### src/inc/aimc_consts.svh
// Constants for the analog input multiplexer control block.
// Assumes the block runs on the converter system clock.
`ifndef AIMC_CONSTS_SVH
`define AIMC_CONSTS_SVH

// Register offsets
`define AIMC_OFS_MUX      8'h02
`define AIMC_OFS_MON      8'h0a
`define AIMC_OFS_EXC      8'h0b
`define AIMC_OFS_BIAS     8'h0c
`define AIMC_OFS_GPIO     8'h0d
`define AIMC_OFS_STAT     8'h0e

// Reset values
`define AIMC_MUX_RST      8'h01
`define AIMC_MON_RST      8'h00
`define AIMC_EXC_RST      8'hff
`define AIMC_BIAS_RST     8'h00
`define AIMC_GPIO_RST     8'h00

// Field positions of the selection register
`define AIMC_POS_MSB      7
`define AIMC_POS_LSB      4
`define AIMC_NEG_MSB      3
`define AIMC_NEG_LSB      0

// Monitor control register fields
`define AIMC_MON_MSB      2
`define AIMC_MON_LSB      0
`define AIMC_BURN_BIT     3
`define AIMC_CLKEXT_BIT   4
`define AIMC_MON_NONE     3'h0
`define AIMC_MON_OFFSET   3'h1
`define AIMC_MON_TEMP     3'h2
`define AIMC_MON_AVDD4    3'h3
`define AIMC_MON_DVDD4    3'h4

// Code of the common input
`define AIMC_CODE_COM     4'hc

// Break hold, in system clock periods, and the derived cycle count
`define AIMC_BBM_TCLK     2
`define AIMC_BBM_CYCLES   (`AIMC_BBM_TCLK * 1)

`endif

### src/inc/aimc_pkg.sv
// Types for the analog input multiplexer control block.
// Assumes aimc_consts.svh supplies all numeric constants.
package aimc_pkg;

	// Break-before-make sequencer states
	typedef enum logic {
		AIMC_CONNECTED,
		AIMC_BREAK
	} aimc_seq_type;

	// Switch controls toward the amplifier inputs
	typedef struct packed {
		logic [3:0] pos_sel;
		logic [3:0] neg_sel;
		logic       pos_conn;
		logic       neg_conn;
		logic       mid_short;
		logic       temp_sel;
		logic       avdd_div4;
		logic       dvdd_div4;
	} aimc_route_type;

endpackage

### src/verilog/aimc_mux_ctrl.sv
// Analog input multiplexer control: selection, monitors, sources, break-before-make.
// Assumes register strobes come from the serial port logic on CLK.
`timescale 1ns/10ps
`include "aimc_consts.svh"

// Functional notes
// - Two 4-bit fields at 02h pick positive and negative amplifier inputs.
// - The common input may be picked for either side like any pin.
// - Thirteen or seven inputs, freely mixed single-ended or differential.
// - Offset mode ties both amplifier inputs to mid-supply.
// - Temperature monitor mode routes the die sensor to the converter.
// - Supply monitor modes present analog span over four or digital over four.
// - Burn-out sources act on the inputs selected for conversion.
// - Any selection change holds inputs at mid-supply two clocks before connecting.
// - Excitation currents are routed through the multiplexer onto input pins.
// - Bias voltage reaches only inputs zero to five and the common input.
// - Twelve-input variant shares four GPIO functions with inputs eight to eleven.
// - System clock is internal oscillator or external; sequencing uses it.
module aimc_mux_ctrl
	import aimc_pkg::*;
#(
	parameter int N_AIN = 12
) (
	input  wire logic                 CLK,
	input  wire logic                 SRST,
	input  wire logic                 REG_WR,
	input  wire logic                 REG_RD,
	input  wire logic [7:0]           REG_ADDR,
	input  wire logic [7:0]           REG_WDATA,
	output logic      [7:0]           REG_RDATA,
	input  wire logic                 CONV_REQ,
	output logic                      CONV_START,
	output aimc_pkg::aimc_route_type  ROUTE,
	output logic      [N_AIN:0]       IDAC_PINS,
	output logic      [N_AIN:0]       BURNOUT_PINS,
	output logic      [6:0]           BIAS_PINS,
	output logic      [3:0]           GPIO_ON_AIN,
	output logic                      CLK_SEL_EXT
);
	import aimc_pkg::*;

	logic [7:0]     mux_ff, nxt_mux;
	logic [7:0]     mon_ff, nxt_mon;
	logic [7:0]     exc_ff, nxt_exc;
	logic [6:0]     bias_ff, nxt_bias;
	logic [3:0]     gpio_ff, nxt_gpio;
	logic [7:0]     rdata_ff, nxt_rdata;
	aimc_seq_type   seq_ff, nxt_seq;
	logic [1:0]     hold_ff, nxt_hold;
	logic           pend_ff, nxt_pend;
	logic           start_ff, nxt_start;
	aimc_route_type route_ff, nxt_route;
	logic [N_AIN:0] idac_ff, nxt_idac;
	logic [N_AIN:0] burn_ff, nxt_burn;
	logic [6:0]     biasp_ff, nxt_biasp;
	logic [3:0]     gpo_ff, nxt_gpo;
	logic           clkx_ff, nxt_clkx;
	logic           mux_change;
	logic           live;
	logic [N_AIN:0] idac_a, idac_b, burn_p, burn_n;
	logic [2:0]     mon_sel;

	localparam logic [1:0] HOLD_LAST = 2'(`AIMC_BBM_CYCLES - 1);

	// A write that alters either selection field
	assign mux_change = REG_WR && (REG_ADDR == `AIMC_OFS_MUX) && (REG_WDATA != mux_ff);
	assign mon_sel    = mon_ff[`AIMC_MON_MSB:`AIMC_MON_LSB];
	assign live       = (nxt_seq == AIMC_CONNECTED);

	// Register file next values
	always_comb begin
		nxt_mux   = mux_ff;
		nxt_mon   = mon_ff;
		nxt_exc   = exc_ff;
		nxt_bias  = bias_ff;
		nxt_gpio  = gpio_ff;
		nxt_rdata = rdata_ff;
		if (REG_WR) begin
			unique case (REG_ADDR)
				`AIMC_OFS_MUX:  nxt_mux  = REG_WDATA;
				`AIMC_OFS_MON:  nxt_mon  = {3'h0, REG_WDATA[4:0]};
				`AIMC_OFS_EXC:  nxt_exc  = REG_WDATA;
				`AIMC_OFS_BIAS: nxt_bias = REG_WDATA[6:0];
				`AIMC_OFS_GPIO: nxt_gpio = REG_WDATA[3:0];
				default:        nxt_mux  = mux_ff;
			endcase
		end
		if (REG_RD) begin
			unique case (REG_ADDR)
				`AIMC_OFS_MUX:  nxt_rdata = mux_ff;
				`AIMC_OFS_MON:  nxt_rdata = mon_ff;
				`AIMC_OFS_EXC:  nxt_rdata = exc_ff;
				`AIMC_OFS_BIAS: nxt_rdata = {1'b0, bias_ff};
				`AIMC_OFS_GPIO: nxt_rdata = {4'h0, gpio_ff};
				`AIMC_OFS_STAT: nxt_rdata = {6'h0, pend_ff, seq_ff == AIMC_BREAK};
				default:        nxt_rdata = 8'h00;
			endcase
		end
	end

	// Register file storage
	always_ff @(posedge CLK) begin
		if (SRST) begin
			mux_ff   <= `AIMC_MUX_RST;
			mon_ff   <= `AIMC_MON_RST;
			exc_ff   <= `AIMC_EXC_RST;
			bias_ff  <= 7'(`AIMC_BIAS_RST);
			gpio_ff  <= 4'(`AIMC_GPIO_RST);
			rdata_ff <= 8'h00;
		end else begin
			mux_ff   <= nxt_mux;
			mon_ff   <= nxt_mon;
			exc_ff   <= nxt_exc;
			bias_ff  <= nxt_bias;
			gpio_ff  <= nxt_gpio;
			rdata_ff <= nxt_rdata;
		end
	end

	// Break-before-make sequencer and conversion gating
	// A change inside the break restarts the hold; requests wait in pend_ff
	always_comb begin
		nxt_seq   = seq_ff;
		nxt_hold  = hold_ff;
		nxt_start = 1'b0;
		nxt_pend  = pend_ff | CONV_REQ;
		if (mux_change) begin
			nxt_seq  = AIMC_BREAK;
			nxt_hold = 2'h0;
		end else begin
			unique case (seq_ff)
				AIMC_CONNECTED: begin
					nxt_start = pend_ff | CONV_REQ;
				end
				AIMC_BREAK: begin
					if (hold_ff == HOLD_LAST) begin
						nxt_seq = AIMC_CONNECTED;
					end else begin
						nxt_hold = hold_ff + 2'h1;
					end
				end
			endcase
		end
		if (nxt_start) begin
			nxt_pend = 1'b0;
		end
	end

	// Sequencer state, timed on the system clock
	always_ff @(posedge CLK) begin
		if (SRST) begin
			seq_ff   <= AIMC_CONNECTED;
			hold_ff  <= 2'h0;
			pend_ff  <= 1'b0;
			start_ff <= 1'b0;
		end else begin
			seq_ff   <= nxt_seq;
			hold_ff  <= nxt_hold;
			pend_ff  <= nxt_pend;
			start_ff <= nxt_start;
		end
	end

	// Decoders for excitation and burn-out targets
	aimc_pin_decode #(.N_AIN(N_AIN)) u_idac_a (
		.code (nxt_exc[3:0]),
		.en   (1'b1),
		.pins (idac_a)
	);
	aimc_pin_decode #(.N_AIN(N_AIN)) u_idac_b (
		.code (nxt_exc[7:4]),
		.en   (1'b1),
		.pins (idac_b)
	);
	aimc_pin_decode #(.N_AIN(N_AIN)) u_burn_p (
		.code (nxt_mux[`AIMC_POS_MSB:`AIMC_POS_LSB]),
		.en   (live && nxt_mon[`AIMC_BURN_BIT]),
		.pins (burn_p)
	);
	aimc_pin_decode #(.N_AIN(N_AIN)) u_burn_n (
		.code (nxt_mux[`AIMC_NEG_MSB:`AIMC_NEG_LSB]),
		.en   (live && nxt_mon[`AIMC_BURN_BIT]),
		.pins (burn_n)
	);

	// Switch controls from the next state
	always_comb begin
		nxt_route           = '0;
		nxt_route.pos_sel   = nxt_mux[`AIMC_POS_MSB:`AIMC_POS_LSB];
		nxt_route.neg_sel   = nxt_mux[`AIMC_NEG_MSB:`AIMC_NEG_LSB];
		if (!live) begin
			nxt_route.mid_short = 1'b1;
		end else begin
			unique case (nxt_mon[`AIMC_MON_MSB:`AIMC_MON_LSB])
				`AIMC_MON_OFFSET: nxt_route.mid_short = 1'b1;
				`AIMC_MON_TEMP:   nxt_route.temp_sel  = 1'b1;
				`AIMC_MON_AVDD4:  nxt_route.avdd_div4 = 1'b1;
				`AIMC_MON_DVDD4:  nxt_route.dvdd_div4 = 1'b1;
				default: begin
					nxt_route.pos_conn = 1'b1;
					nxt_route.neg_conn = 1'b1;
				end
			endcase
		end
		nxt_idac  = idac_a | idac_b;
		nxt_burn  = burn_p | burn_n;
		nxt_biasp = nxt_bias;
		nxt_gpo   = (N_AIN == 12) ? nxt_gpio : 4'h0;
		nxt_clkx  = nxt_mon[`AIMC_CLKEXT_BIT];
	end

	// Output flops
	always_ff @(posedge CLK) begin
		if (SRST) begin
			route_ff <= '{pos_sel: 4'h0, neg_sel: 4'h1, mid_short: 1'b0, temp_sel: 1'b0,
				avdd_div4: 1'b0, dvdd_div4: 1'b0, pos_conn: 1'b1, neg_conn: 1'b1};
			idac_ff  <= '0;
			burn_ff  <= '0;
			biasp_ff <= 7'h00;
			gpo_ff   <= 4'h0;
			clkx_ff  <= 1'b0;
		end else begin
			route_ff <= nxt_route;
			idac_ff  <= nxt_idac;
			burn_ff  <= nxt_burn;
			biasp_ff <= nxt_biasp;
			gpo_ff   <= nxt_gpo;
			clkx_ff  <= nxt_clkx;
		end
	end

	assign REG_RDATA    = rdata_ff;
	assign CONV_START   = start_ff;
	assign ROUTE        = route_ff;
	assign IDAC_PINS    = idac_ff;
	assign BURNOUT_PINS = burn_ff;
	assign BIAS_PINS    = biasp_ff;
	assign GPIO_ON_AIN  = gpo_ff;
	assign CLK_SEL_EXT  = clkx_ff;

	// Checks on the sequencer and routing
	a_break_entry: assert property (@(posedge CLK) disable iff (SRST)
		mux_change |=> ROUTE.mid_short && !ROUTE.pos_conn && !ROUTE.neg_conn)
		else $error("inputs not parked at mid-supply after selection change");

	a_break_two_clk: assert property (@(posedge CLK) disable iff (SRST)
		mux_change ##1 !mux_change [*2] |=> seq_ff == AIMC_CONNECTED && $past(seq_ff, 2) == AIMC_BREAK)
		else $error("break interval is not two clocks");

	a_sel_tracks: assert property (@(posedge CLK) disable iff (SRST)
		ROUTE.pos_conn |-> ROUTE.pos_sel == mux_ff[7:4] && ROUTE.neg_sel == mux_ff[3:0])
		else $error("connected selection differs from register");

	a_start_gate: assert property (@(posedge CLK) disable iff (SRST)
		CONV_START |-> seq_ff == AIMC_CONNECTED && !$past(mux_change))
		else $error("conversion started while inputs detached");

	a_offset_mode: assert property (@(posedge CLK) disable iff (SRST)
		seq_ff == AIMC_CONNECTED && mon_sel == `AIMC_MON_OFFSET |-> ROUTE.mid_short && !ROUTE.pos_conn)
		else $error("offset mode did not short inputs");

	a_temp_mode: assert property (@(posedge CLK) disable iff (SRST)
		seq_ff == AIMC_CONNECTED && mon_sel == `AIMC_MON_TEMP |-> ROUTE.temp_sel && !ROUTE.mid_short)
		else $error("temperature sensor not routed");

	a_supply_mode: assert property (@(posedge CLK) disable iff (SRST)
		ROUTE.avdd_div4 || ROUTE.dvdd_div4 |-> (mon_sel == `AIMC_MON_AVDD4) == ROUTE.avdd_div4
		&& !ROUTE.pos_conn)
		else $error("supply monitor routing wrong");

	a_burn_gate: assert property (@(posedge CLK) disable iff (SRST)
		BURNOUT_PINS != '0 |-> mon_ff[`AIMC_BURN_BIT] && ROUTE.pos_conn == (mon_sel == 3'h0 ||
		mon_sel > 3'h4))
		else $error("burn-out active without enable or connection");

	a_gpio_share: assert property (@(posedge CLK) disable iff (SRST)
		GPIO_ON_AIN == ((N_AIN == 12) ? gpio_ff : 4'h0))
		else $error("gpio sharing does not follow the variant");

	a_pending_kept: assert property (@(posedge CLK) disable iff (SRST)
		CONV_REQ && mux_change ##1 !mux_change [*3] |-> !CONV_START ##1 CONV_START)
		else $error("pending conversion lost across break");

	a_break_held: assert property (@(posedge CLK) disable iff (SRST)
		$past(mux_change) || $past(mux_change, 2) |-> ROUTE.mid_short && !ROUTE.pos_conn)
		else $error("inputs connected inside the break interval");

	a_idac_common: assert property (@(posedge CLK) disable iff (SRST)
		IDAC_PINS[N_AIN] == (exc_ff[3:0] == `AIMC_CODE_COM || exc_ff[7:4] == `AIMC_CODE_COM))
		else $error("excitation current on common input differs from register");

	a_clk_choice: assert property (@(posedge CLK) disable iff (SRST)
		CLK_SEL_EXT == mon_ff[`AIMC_CLKEXT_BIT])
		else $error("clock source choice differs from register");

	a_pend_clear: assert property (@(posedge CLK) disable iff (SRST)
		CONV_START |-> !pend_ff)
		else $error("request still pending after start");

endmodule // aimc_mux_ctrl

### src/verilog/aimc_pin_decode.sv
// One-hot decoder from an input code to a pin enable vector.
// Assumes codes below N_AIN are analog pins and the common code is the top bit.
`timescale 1ns/10ps
`include "aimc_consts.svh"

module aimc_pin_decode #(
	parameter int N_AIN = 12
) (
	input  wire logic [3:0]     code,
	input  wire logic           en,
	output logic      [N_AIN:0] pins
);

	// Unknown codes select nothing
	always_comb begin
		pins = '0;
		if (en) begin
			if (code == `AIMC_CODE_COM) begin
				pins[N_AIN] = 1'b1;
			end else if ({28'h0, code} < N_AIN) begin
				pins[code] = 1'b1;
			end
		end
	end

endmodule // aimc_pin_decode
### config.mk
export PLATFORM = sky130hd
export DESIGN_NAME = aimc_mux_ctrl
export DESIGN_NICKNAME = d
export VERILOG_FILES = /design/src/inc/aimc_pkg.sv /design/src/verilog/aimc_mux_ctrl.sv /design/src/verilog/aimc_pin_decode.sv
export VERILOG_INCLUDE_DIRS = /design/src /design/src/inc
export SDC_FILE = /design/constraint.sdc
export NUM_CORES = 1
export LEC_CHECK = 0
export BUFFER_PORTS_ARGS = -buffer_cell sky130_fd_sc_hd__buf_2
export CORE_ASPECT_RATIO = 1.2
export CORE_MARGIN = 3
export CORE_UTILIZATION = 30
export CTS_CLUSTER_DIAMETER = 50
export DETAILED_ROUTE_END_ITERATION = 10
export HOLD_SLACK_MARGIN = 0.05
export RECOVER_POWER = 25
export SLEW_MARGIN = 20
export SYNTH_ARGS = -nofsm -noshare
export SYNTH_HDL_FRONTEND = slang
export SYNTH_SLANG_ARGS = --single-unit
### constraint.sdc
create_clock -name CLK -period 4.1 [get_ports CLK]
set_input_delay 0.41 -clock CLK [delete_from_list [all_inputs] [get_ports CLK]]
set_output_delay 0.41 -clock CLK [all_outputs]
set_load 0.05 [all_outputs]
[Yosys cells after proc, flatten, opt, wreduce, memory -nomap -nowiden]
Index checks and enable logic that the tools add are counted.
Storage, ports and cells
  register bits after elaboration: 86
  bits in latches: 0
  bits in writable memories: 0
  ROM bits: 0
  bits of input ports: 21
  output and inout port bits: 61
  word-level logic and storage cells: 110
  memories kept: 0
Operators by class
  $add $sub $neg: 1
  multipliers: 0
  div/mod/pow operators: 0
  order comparisons: 12
  eq/ne operators: 16
  shifts and indexed selects: 0
  mux-type cells: 41
  bitwise operators: 5
  reductions and logical operators: 14
Operators with widths (count)
  two-way mux 13 bit: 6
  two-way mux 12 bit: 4
  one-hot mux 8 bit (6 select lines): 1
  equality test 8 x 4 -> 1 bit (second input constant): 5
  two-way mux 8 bit: 4
  OR 13 bit: 2
  < comparator 4 x 5 -> 1 bit (second input constant): 4
  two-way mux 1 bit: 18
  demux 1 bit (select 4 bit): 4
  equality test 4 bit (second input constant): 4
  >= comparator 4 x 1 -> 1 bit (second input constant): 4
  < comparator 4 bit (second input constant): 4
  two-way mux 5 bit: 2
  equality test 8 x 2 -> 1 bit (second input constant): 1
  != test 8 bit: 1
  logical AND 1 bit: 7
  equality test 3 x 2 -> 1 bit (second input constant): 2
  AND reduction 2 bit: 3
  OR reduction 2 bit: 3
  two-way mux 2 bit: 2
  OR reduction 4 bit: 1
  equality test 3 x 1 -> 1 bit (second input constant): 1
  equality test 3 bit (second input constant): 1
  adder 2 x 1 -> 2 bit (second input constant): 1
  3 further kinds: 4

[Logic depth before layout (Yosys ltp)]
Gate-level depths: netlist of the first run.
  word-level depth: 11
  mapped depth: 8
  depth with buffers taken out: 6

[By module]
From an unflattened synthesis of the first run, not the netlist that was laid out.
Second synthesis, totals
  cells, all modules: 413
  area total of the unflattened synthesis: 3514.6 µm²
By module, submodules not included
  aimc_mux_ctrl: times used 1, cells each 333, area an instance 3099.2 µm², sequential area each 1521.5 µm²
  aimc_pin_decode: times used 4, cells each 20, area an instance 103.8 µm², sequential area each 0.0 µm²

[Least setup slack after synthesis of the first run]
Ideal clock, no wire load.
  kind: input-to-reg
  from: input port REG_ADDR[7]
  to: register burn_ff[11], in the netlist BURNOUT_PINS[11]
  setup time: 0.086 ns
  data arrival time: 2.155 ns
  required time: 4.014 ns
  slack: 1.859 ns
  cell stages on the path: 7
  path buffers: 2
  cell sequence: or4_1 buf_6 nor4_2 mux2i_1 o211ai_2 buf_4 a211oi_1
On the way
  cells in the longest elaborated chain, start to end: 11
  elaborated cells between the ends (all ways): 32
  those cells by class: order compare: 6; eq/ne: 4; mux: 15; bitwise: 2; reduce/logical: 5
Ends and longest elaborated chain
  start, declared: line aimc_mux_ctrl.sv:28  | input wire logic [7:0] REG_ADDR,
  equality test 8 x 2 -> 1 bit: line aimc_mux_ctrl.sv:79  | unique case (REG_ADDR)
  two-way mux 8 bit: line aimc_mux_ctrl.sv:79
  two-way mux 8 bit: line aimc_mux_ctrl.sv:78  | if (REG_WR) begin
  < comparator 4 x 5 -> 1 bit (not written as such) or >= comparator 4 x 1 -> 1 bit (tied branches): line aimc_pin_decode.sv:21  | pins[code] = 1'b1;
  logical AND 1 bit (not written as such): line aimc_pin_decode.sv:21
  two-way mux 1 bit (not written as such): line aimc_pin_decode.sv:21
  demux 1 bit (select 4 bit), on equally long branches
  two-way mux 13 bit: line aimc_pin_decode.sv:20  | end else if ({28'h0, code} < N_AIN) begin
  two-way mux 12 bit: line aimc_pin_decode.sv:18  | if (code == `AIMC_CODE_COM) begin
  two-way mux 13 bit: line aimc_pin_decode.sv:17  | if (en) begin
  OR 13 bit (*): line aimc_mux_ctrl.sv:206  | nxt_burn = burn_p | burn_n;
  end signal, assigned: line aimc_mux_ctrl.sv:225  | burn_ff <= nxt_burn;
  end, declared: line aimc_mux_ctrl.sv:54  | logic [N_AIN:0] burn_ff, nxt_burn;
Every way passes the cells marked *; elsewhere a longest branch is shown, timed or not.
A chain may end at the register's enable or synchronous reset.

[Worst setup path after layout of the first run]
  from: input port REG_ADDR[7]
  to: register exc_ff[7]
On the way
  cells in the longest elaborated chain, start to end: 3
Ends and longest elaborated chain
  equality test 8 x 4 -> 1 bit: line aimc_mux_ctrl.sv:79
  two-way mux 8 bit: line aimc_mux_ctrl.sv:79
  two-way mux 8 bit: line aimc_mux_ctrl.sv:78
  end signal, assigned: line aimc_mux_ctrl.sv:106  | exc_ff <= `AIMC_EXC_RST;
  end signal, assigned: line aimc_mux_ctrl.sv:113  | exc_ff <= nxt_exc;
  end, declared: line aimc_mux_ctrl.sv:44  | logic [7:0] exc_ff, nxt_exc;
Every way passes these cells.

==> results of run 1 <==
==> where the power goes <==
| part | switching (mW) | internal [mW] | leakage [nW] | total, mW |
|---|---|---|---|---|
| logic | 0.0743 | 0.0273 | 0.939 | 0.102 |
| registers | 0.00161 | 0.741 | 0.613 | 0.742 |
| clock network | 0.314 | 0.630 | 0.172 | 0.944 |
==> layer usage <==
layer / GRT usage (%) / routed length [um] / up-vias
met5: 0 / 0 / -
met4: 8.25 / 299 / 0
met3: 3.64 / 722 / 27
met2: 26.7 / 5460 / 157
met1: 20.4 / 5070 / 1686
li1: - / - / 1729
==> stage by stage <==
stage          utilization, %  setup WS (ns)  cell area, um^2  hold WS (ns)  std cells
5_1_grt                  37.4           1.21             4570         0.378        673
4_1_cts                  37.7           1.44             4610         0.374        673
2_1_floorplan               -           1.86             3790         0.441        445
3_3_place_gp             34.8           1.16             4250         0.439        657
3_5_place_dp             34.8           1.10             4250         0.443        657
6_report                 37.4           1.40             4570         0.373        673
==> how the worst max path moves through the flow <==
stage               slack [ns]          endpoint  depth (start not counted)
global route              1.21      IDAC_PINS[0]                          6
floorplan                 1.86  BURNOUT_PINS[11]                          7
detailed placement        1.10         exc_ff[4]                          6
finish                    1.40         exc_ff[7]                          6
CTS                       1.44         exc_ff[7]                          6
global placement          1.16         exc_ff[2]                          6
==> sequential cells by signal (all words and copies together) (netlist names) <==
name and flops:
BIAS_PINS 7, BURNOUT_PINS 13, CONV_START 1, GPIO_ON_AIN 4
IDAC_PINS 13, REG_RDATA 8, ROUTE 5, exc_ff 8
hold_ff 2, mon_ff 5, mux_ff 8, pend_ff 1
seq_ff 1
==> cell families (layout without fill, tap and decap cells) <==
group           Yosys count  count (layout)  synth area share [%]
compound gates          119             119                  24.1
xor+xnor                 11              11                  2.54
fa+ha+maj                 1               1                 0.330
buf+inv                  51             118                  6.56
flops                    76              76                  40.1
mux                      20              20                  5.41
simple gates            167             167                  21.0
==> worst max-delay path, cell delays in order <==
cell	delay, ns
buf_2	0.09
or4_1	0.75
nor4_4	0.43
and2_1	0.76
buf_4	0.32
o211ai_1	0.11
==> layout by cell type (no fill, tap or decap), types with 4 or more instances in the layout <==
master and instances:
a211oi_1 19, a211oi_2 11, a21oi_1 17, a221oi_1 10
a22oi_1 11, a32o_1 4, a32oi_1 5, and2_1 5
buf_2 47, buf_4 6, clkbuf_1 34, clkbuf_16 9
dfxtp_1 76, inv_1 15, mux2_2 4, mux2i_1 16
nand2_1 60, nand3_1 8, nor2_1 52, nor2b_1 18
nor3_1 5, o211ai_1 8, o21ai_0 7, o22ai_1 12
xnor2_1 11
==> final cells by class <==
cell class	count	area, um^2
Tap cell	161	201
Clock buffer	11	253
Clock inverter	5	106
Inverter	15	56.3
Sequential cell	76	1520
Multi-Input combinational cell	318	2020
Fill cell	1318	7650
Timing Repair Buffer	87	408
==> summary.md, run 1 <==
| Metric | Value |
|---|---|
| Outcome | finished clean |
| Crit. End Element | flip-flop |
| Initial Utilization | 31.0% |
| Initial antenna violation count | 0 |
| Max cap viols | 0 |
| Pwr dens | slightly below 400 mW/mm^2 |
| CTS Hold Buffers Added | 0 |
| Yosys top cell by area | dfxtp_1 |
| Nets | between 500 and 600 |
| DRC Markers | 0 |
| Remaining Overflow, GRT | 0 |
| Number of synthesized flops with an enable pin | 0 |
| R2r worst-path depth | 5 |
| Synthesized area per cell | 8.53 um^2 |
| Async S/R FF share, synth | 0% |
| Root Buffer | clkbuf_16 |
| Area share of the largest cell type after synthesis | 40.1% |
| Final setup TNS | 0 ns |
| Worst-Margin Slew | slightly below 0.9 ns |
| Crit path DAT | 2.88 ns |
| RD Place Congestion | 0.926 |
| Yosys warnings | 0 |
| Most instantiated library cell after synthesis | dfxtp_1 |
| Vias | between 3000 and 4000 |
| Final cycle utilization of the critical path | roughly 66% |
| Global-route wire length before repair | between 15000 and 20000 um |
| Post-CTS setup repair buffer count | 0 |
| Critical Path Source | REG_ADDR[7] |
| Clock tree sinks | 76 |
| Final hold viol count | 0 |
| CP Max Fanout | 24 |
| Drt first-iter violations | around 280 |
| H-tree lvl count | 3 |
| Peak VDD IR | 0.162 mV |
| Yosys cell types | between 40 and 50 |
| Max_slew headroom | between 40% and 50% |
| 1st-pass router iterations | 5 |
| Post-route minimum period | ~2.7 ns |
| Number of global-route vias before repair | 3493 |
| Share of layout cells above drive strength 1 | 17.8% |
| Clk slew on worst S/H paths | 0.06 ns |
| CP Class | in2reg |
| Mapped Nets | about 470 |
| Clock buffer count from CTS | 9 |
| Post-Route WL | ~12000 um |
| Clock Skew | roughly 0.007 ns |
| Synth top cells by count | dfxtp_1, nand2_1, nor2_1 |
| Global-route usage over all layers | 16.4% |
| Synthesis-to-layout area growth | 20.4% |
| Cells after Synth | approximately 450 |
| Critical Path RT | 4.29 ns |
| Hold Path End | CONV_START |
| Most used DFF post-synth | dfxtp_1 |
| Antenna Nets Post-Route | 0 |
| Cell row count | 44 |
| Resized cells post-CTS | 0 |
| Hold Path Depth | 3 |
| Final Setup Violations | 0 |
| Sequential share of the synthesized area | about 40% |
| Hold path startpoint | CONV_REQ |
| DIE HEIGHT | 129 um |
| Dpl hpwl | between 8000 and 9000 um |
| Capturing point of the worst reg2reg path | BURNOUT_PINS[12] |
| Slew Limit Fails | 0 |
| Startpoint of the worst register-to-register path | mux_ff[0] |
| Pleak | 1.72 nW |
| Achievable Freq | between 300 and 400 MHz |
| PortBufs | 81 |
| Core area | between 0.01 and 0.015 mm^2 |
| Type of origin of the critical path | input port |
| Clock Path Buffers | 2 |
| Syn Std Cell Area | between 0.003 and 0.004 mm^2 |
| DIE WIDTH | about 110 um |
| R2R setup slack | around 2.1 ns |
| Average wire per standard cell | between 15 and 20 um |
| TritonCTS clock tree | built |
| Skew-Pair Late Insertion Delay | 0.34 ns |
| Register bit total from synthesis | 76 |
| Die ar. | 0.0140 mm^2 |
| Largest net degree at the start of global routing | 45 |
| Diodes inserted | 0 |
| Tot Pwr | ~1.8 mW |
| Type of the worst min-delay path | in2reg |
| RSZ-0062 raised after global routing | no |
| IO Pins | slightly above 80 |
| Top cells by area, synth | dfxtp_1, nand2_1, nor2_1 |
| Vias/cell | ~5.3 |
No activity file was read; power rests on OpenSTA's default activity.
==> inputs of run 2 (changes only) <==
==> constraint.sdc (replaced) <==
create_clock -name CLK -period 2.41 [get_ports CLK]
set_input_delay 0.241 -clock CLK [delete_from_list [all_inputs] [get_ports CLK]]
set_output_delay 0.241 -clock CLK [all_outputs]
set_load 0.05 [all_outputs]
==> run 2 against run 1 <==
Highest routed layer unchanged. Sequential share of layout area is essentially flat. Utilization is essentially flat. Non-clock buffer count grew 7. Largest cell class unchanged.
==> summary.md, run 2 (same netlist as run 1, synthesis figures left out) <==
| Metric | Value |
|---|---|
| Clock Skew | 0.00458 ns (-0.00224 ns) |
| Capturing point of the worst reg2reg path | BURNOUT_PINS[8] |
| Antenna Nets Post-Route | 0 (unchanged) |
| DRC Markers | 0 (unchanged) |
| Crit path to | BURNOUT_PINS[8] |
| Pwr dens | 590 mW/mm^2 (+51%) |
| Crit. End Element | flip-flop |
| Critical Path Source | REG_ADDR[7] |
| IO Pins | 82 (unchanged) |
| Global-route usage over all layers | 16.3% (-0.13 points) |
| Commonest non-fill, non-tap cell in the layout | dfxtp_1 |
| PortBufs | 81 (unchanged) |
| Number of global-route vias before repair | 3295 (-5.7%) |
| Tot Pwr | 2.70 mW (+51%) |
| 1st-pass router iterations | 6 (+1) |
| CP Class | in2reg |
| Root Buffer | clkbuf_16 |
| CTS Hold Buffers Added | 0 (unchanged) |
| Nets | 536 (+1.3%) |
| H-tree lvl count | 3 (unchanged) |
| Final cycle utilization of the critical path | about four fifths |
| Average wire per standard cell | 16.8 um (-1.9%) |
| Worst-Margin Slew | 0.630 ns (-0.235 ns) |
| Pleak | 1.73 nW (+0.18%) |
| Outcome | finished clean |
| Final setup TNS | 0 ns (unchanged) |
| Final WS setup | 0.435 ns (-0.969 ns) |
| Highest-count cells in the layout ignoring fill and taps | dfxtp_1, nand2_1, nor2_1 |
| Clock Path Buffers | 2 (unchanged) |
| Slew Limit Fails | 0 (unchanged) |
| Critical Path RT | 2.65 ns (-1.64 ns) |
| Achievable Freq | ~500 MHz |
| Remaining Overflow, GRT | 0 (unchanged) |
| Largest net degree at the start of global routing | 45 (unchanged) |
| Clock tree sinks | 76 (unchanged) |
| Type of origin of the critical path | input port |
| Post-CTS setup repair buffer count | 0 (unchanged) |
| Global-route wire length before repair | 17600 um (-1.9%) |
| Peak VDD IR | 0.268 mV (+66%) |
| DIE WIDTH | 109 um (unchanged) |
| Clock buffer count from CTS | 9 (unchanged) |
| Clk slew on worst S/H paths | 0.06 ns (about the same) |
| Max_slew headroom | 57.9% (+16 points) |
| RSZ-0062 raised after global routing | no |
| Cell row count | 44 (unchanged) |
| DIE HEIGHT | 129 um (unchanged) |
| Die ar. | 0.0140 mm^2 (unchanged) |
| Skew-Pair Late Insertion Delay | 0.34 ns (about the same) |
| Post-Route WL | 11400 um (-0.92%) |
| R2R setup slack | 0.56 ns (-1.54 ns) |
| Startpoint of the worst register-to-register path | mux_ff[0] |
| Vias/cell | 5.26 (-1.6%) |
| Fin cells | 680 (+1.0%) |
| Core area | 0.0122 mm^2 (unchanged) |
| R2r worst-path depth | 5 (unchanged) |
| Initial antenna violation count | 0 (unchanged) |
| Inst Count DP | 664 (+1.1%) |
| CP Max Fanout | 13 (-46%) |
| Synthesis-to-layout area growth | 20.4% (about the same) |
| Diodes inserted | 0 (unchanged) |
| Crit path DAT | 2.22 ns (-0.66 ns) |
| Dpl hpwl | 8510 um (+0.80%) |
| TritonCTS clock tree | built |
| Post-route minimum period | approximately 2.0 ns |
| RD Place Congestion | 0.842 (-9.0%) |
| Hold path startpoint | CONV_REQ |
| Pre-CTS setup slack | 0.0756 ns (-1.02 ns) |
| Hold slack | 0.199 ns (-0.174 ns) |
| Final Setup Violations | 0 (unchanged) |
| Initial Utilization | 31.0% (unchanged) |
| Share of layout cells above drive strength 1 | 18.7% (+0.92 points) |
| Vias | 3578 (-0.58%) |
| Final hold viol count | 0 (unchanged) |
| Max cap viols | 0 (unchanged) |
| Type of the worst min-delay path | in2reg |
| Drt first-iter violations | 282 (-0.70%) |
| Resized cells post-CTS | 0 (unchanged) |
## run 2: changes by cell type in the layout (fill, tap and decap cells not counted)
cell | before | now
buf_4 | 6 | 11
bufinv_16 | 3 | 0
clkinv_2 | 0 | 3
buf_12 | 0 | 2
clkbuf_1 | 34 | 35
clkinv_4 | 0 | 1
clkinvlp_4 | 1 | 0
inv_6 | 1 | 0
## run 2: final cells by class
type	instances	area [um^2]
inverter	15	56.3
fill	1293	7650
clock buffer	12	256
timing repair buffer	94	485
clock inverter	4	23.8
tap	161	201
multi-input combinational	318	2020
sequential	76	1520
## run 2: per-stage QoR
stage                     cell area, um^2  util (%)
after floorplan                      3790         -
after global placement               4330      35.4
after detailed placement             4330      35.4
after CTS                            4610      37.7
after global routing                 4570      37.4
final                                4570      37.4
## run 2: worst max-delay path, stage by stage
cell and delay (ns):
buf_2 0.09, or4_1 0.59, nor4_2 0.36, mux2i_1 0.32, o211ai_2 0.33, a211oi_1 0.29
## run 2: how the worst min path moves through the flow
stage | to | depth (start not counted) | slack [ns]
2_1_floorplan | REG_RDATA[1] | 1 | 0.35
3_3_place_gp | REG_RDATA[4] | 2 | 0.44
3_5_place_dp | REG_RDATA[4] | 2 | 0.44
4_1_cts | CONV_START | 3 | 0.20
5_1_grt | CONV_START | 3 | 0.24
6_report | CONV_START | 3 | 0.20
## run 2: layer usage
| metal | wire length (um) | part of all wire [%] | GRT usage [%] |
|---|---|---|---|
| met5 | 0 | 0 | 0 |
| met1 | 5080 | 44 | 21.3 |
| met3 | 782 | 6.8 | 3.74 |
| met4 | 260 | 2.3 | 6.91 |
| met2 | 5320 | 46 | 25.8 |
## run 2: power breakdown
| part | switching (mW) | internal, mW |
|---|---|---|
| registers | 0.00252 | 1.26 |
| clock network | 0.508 | 0.749 |
| logic | 0.126 | 0.0492 |
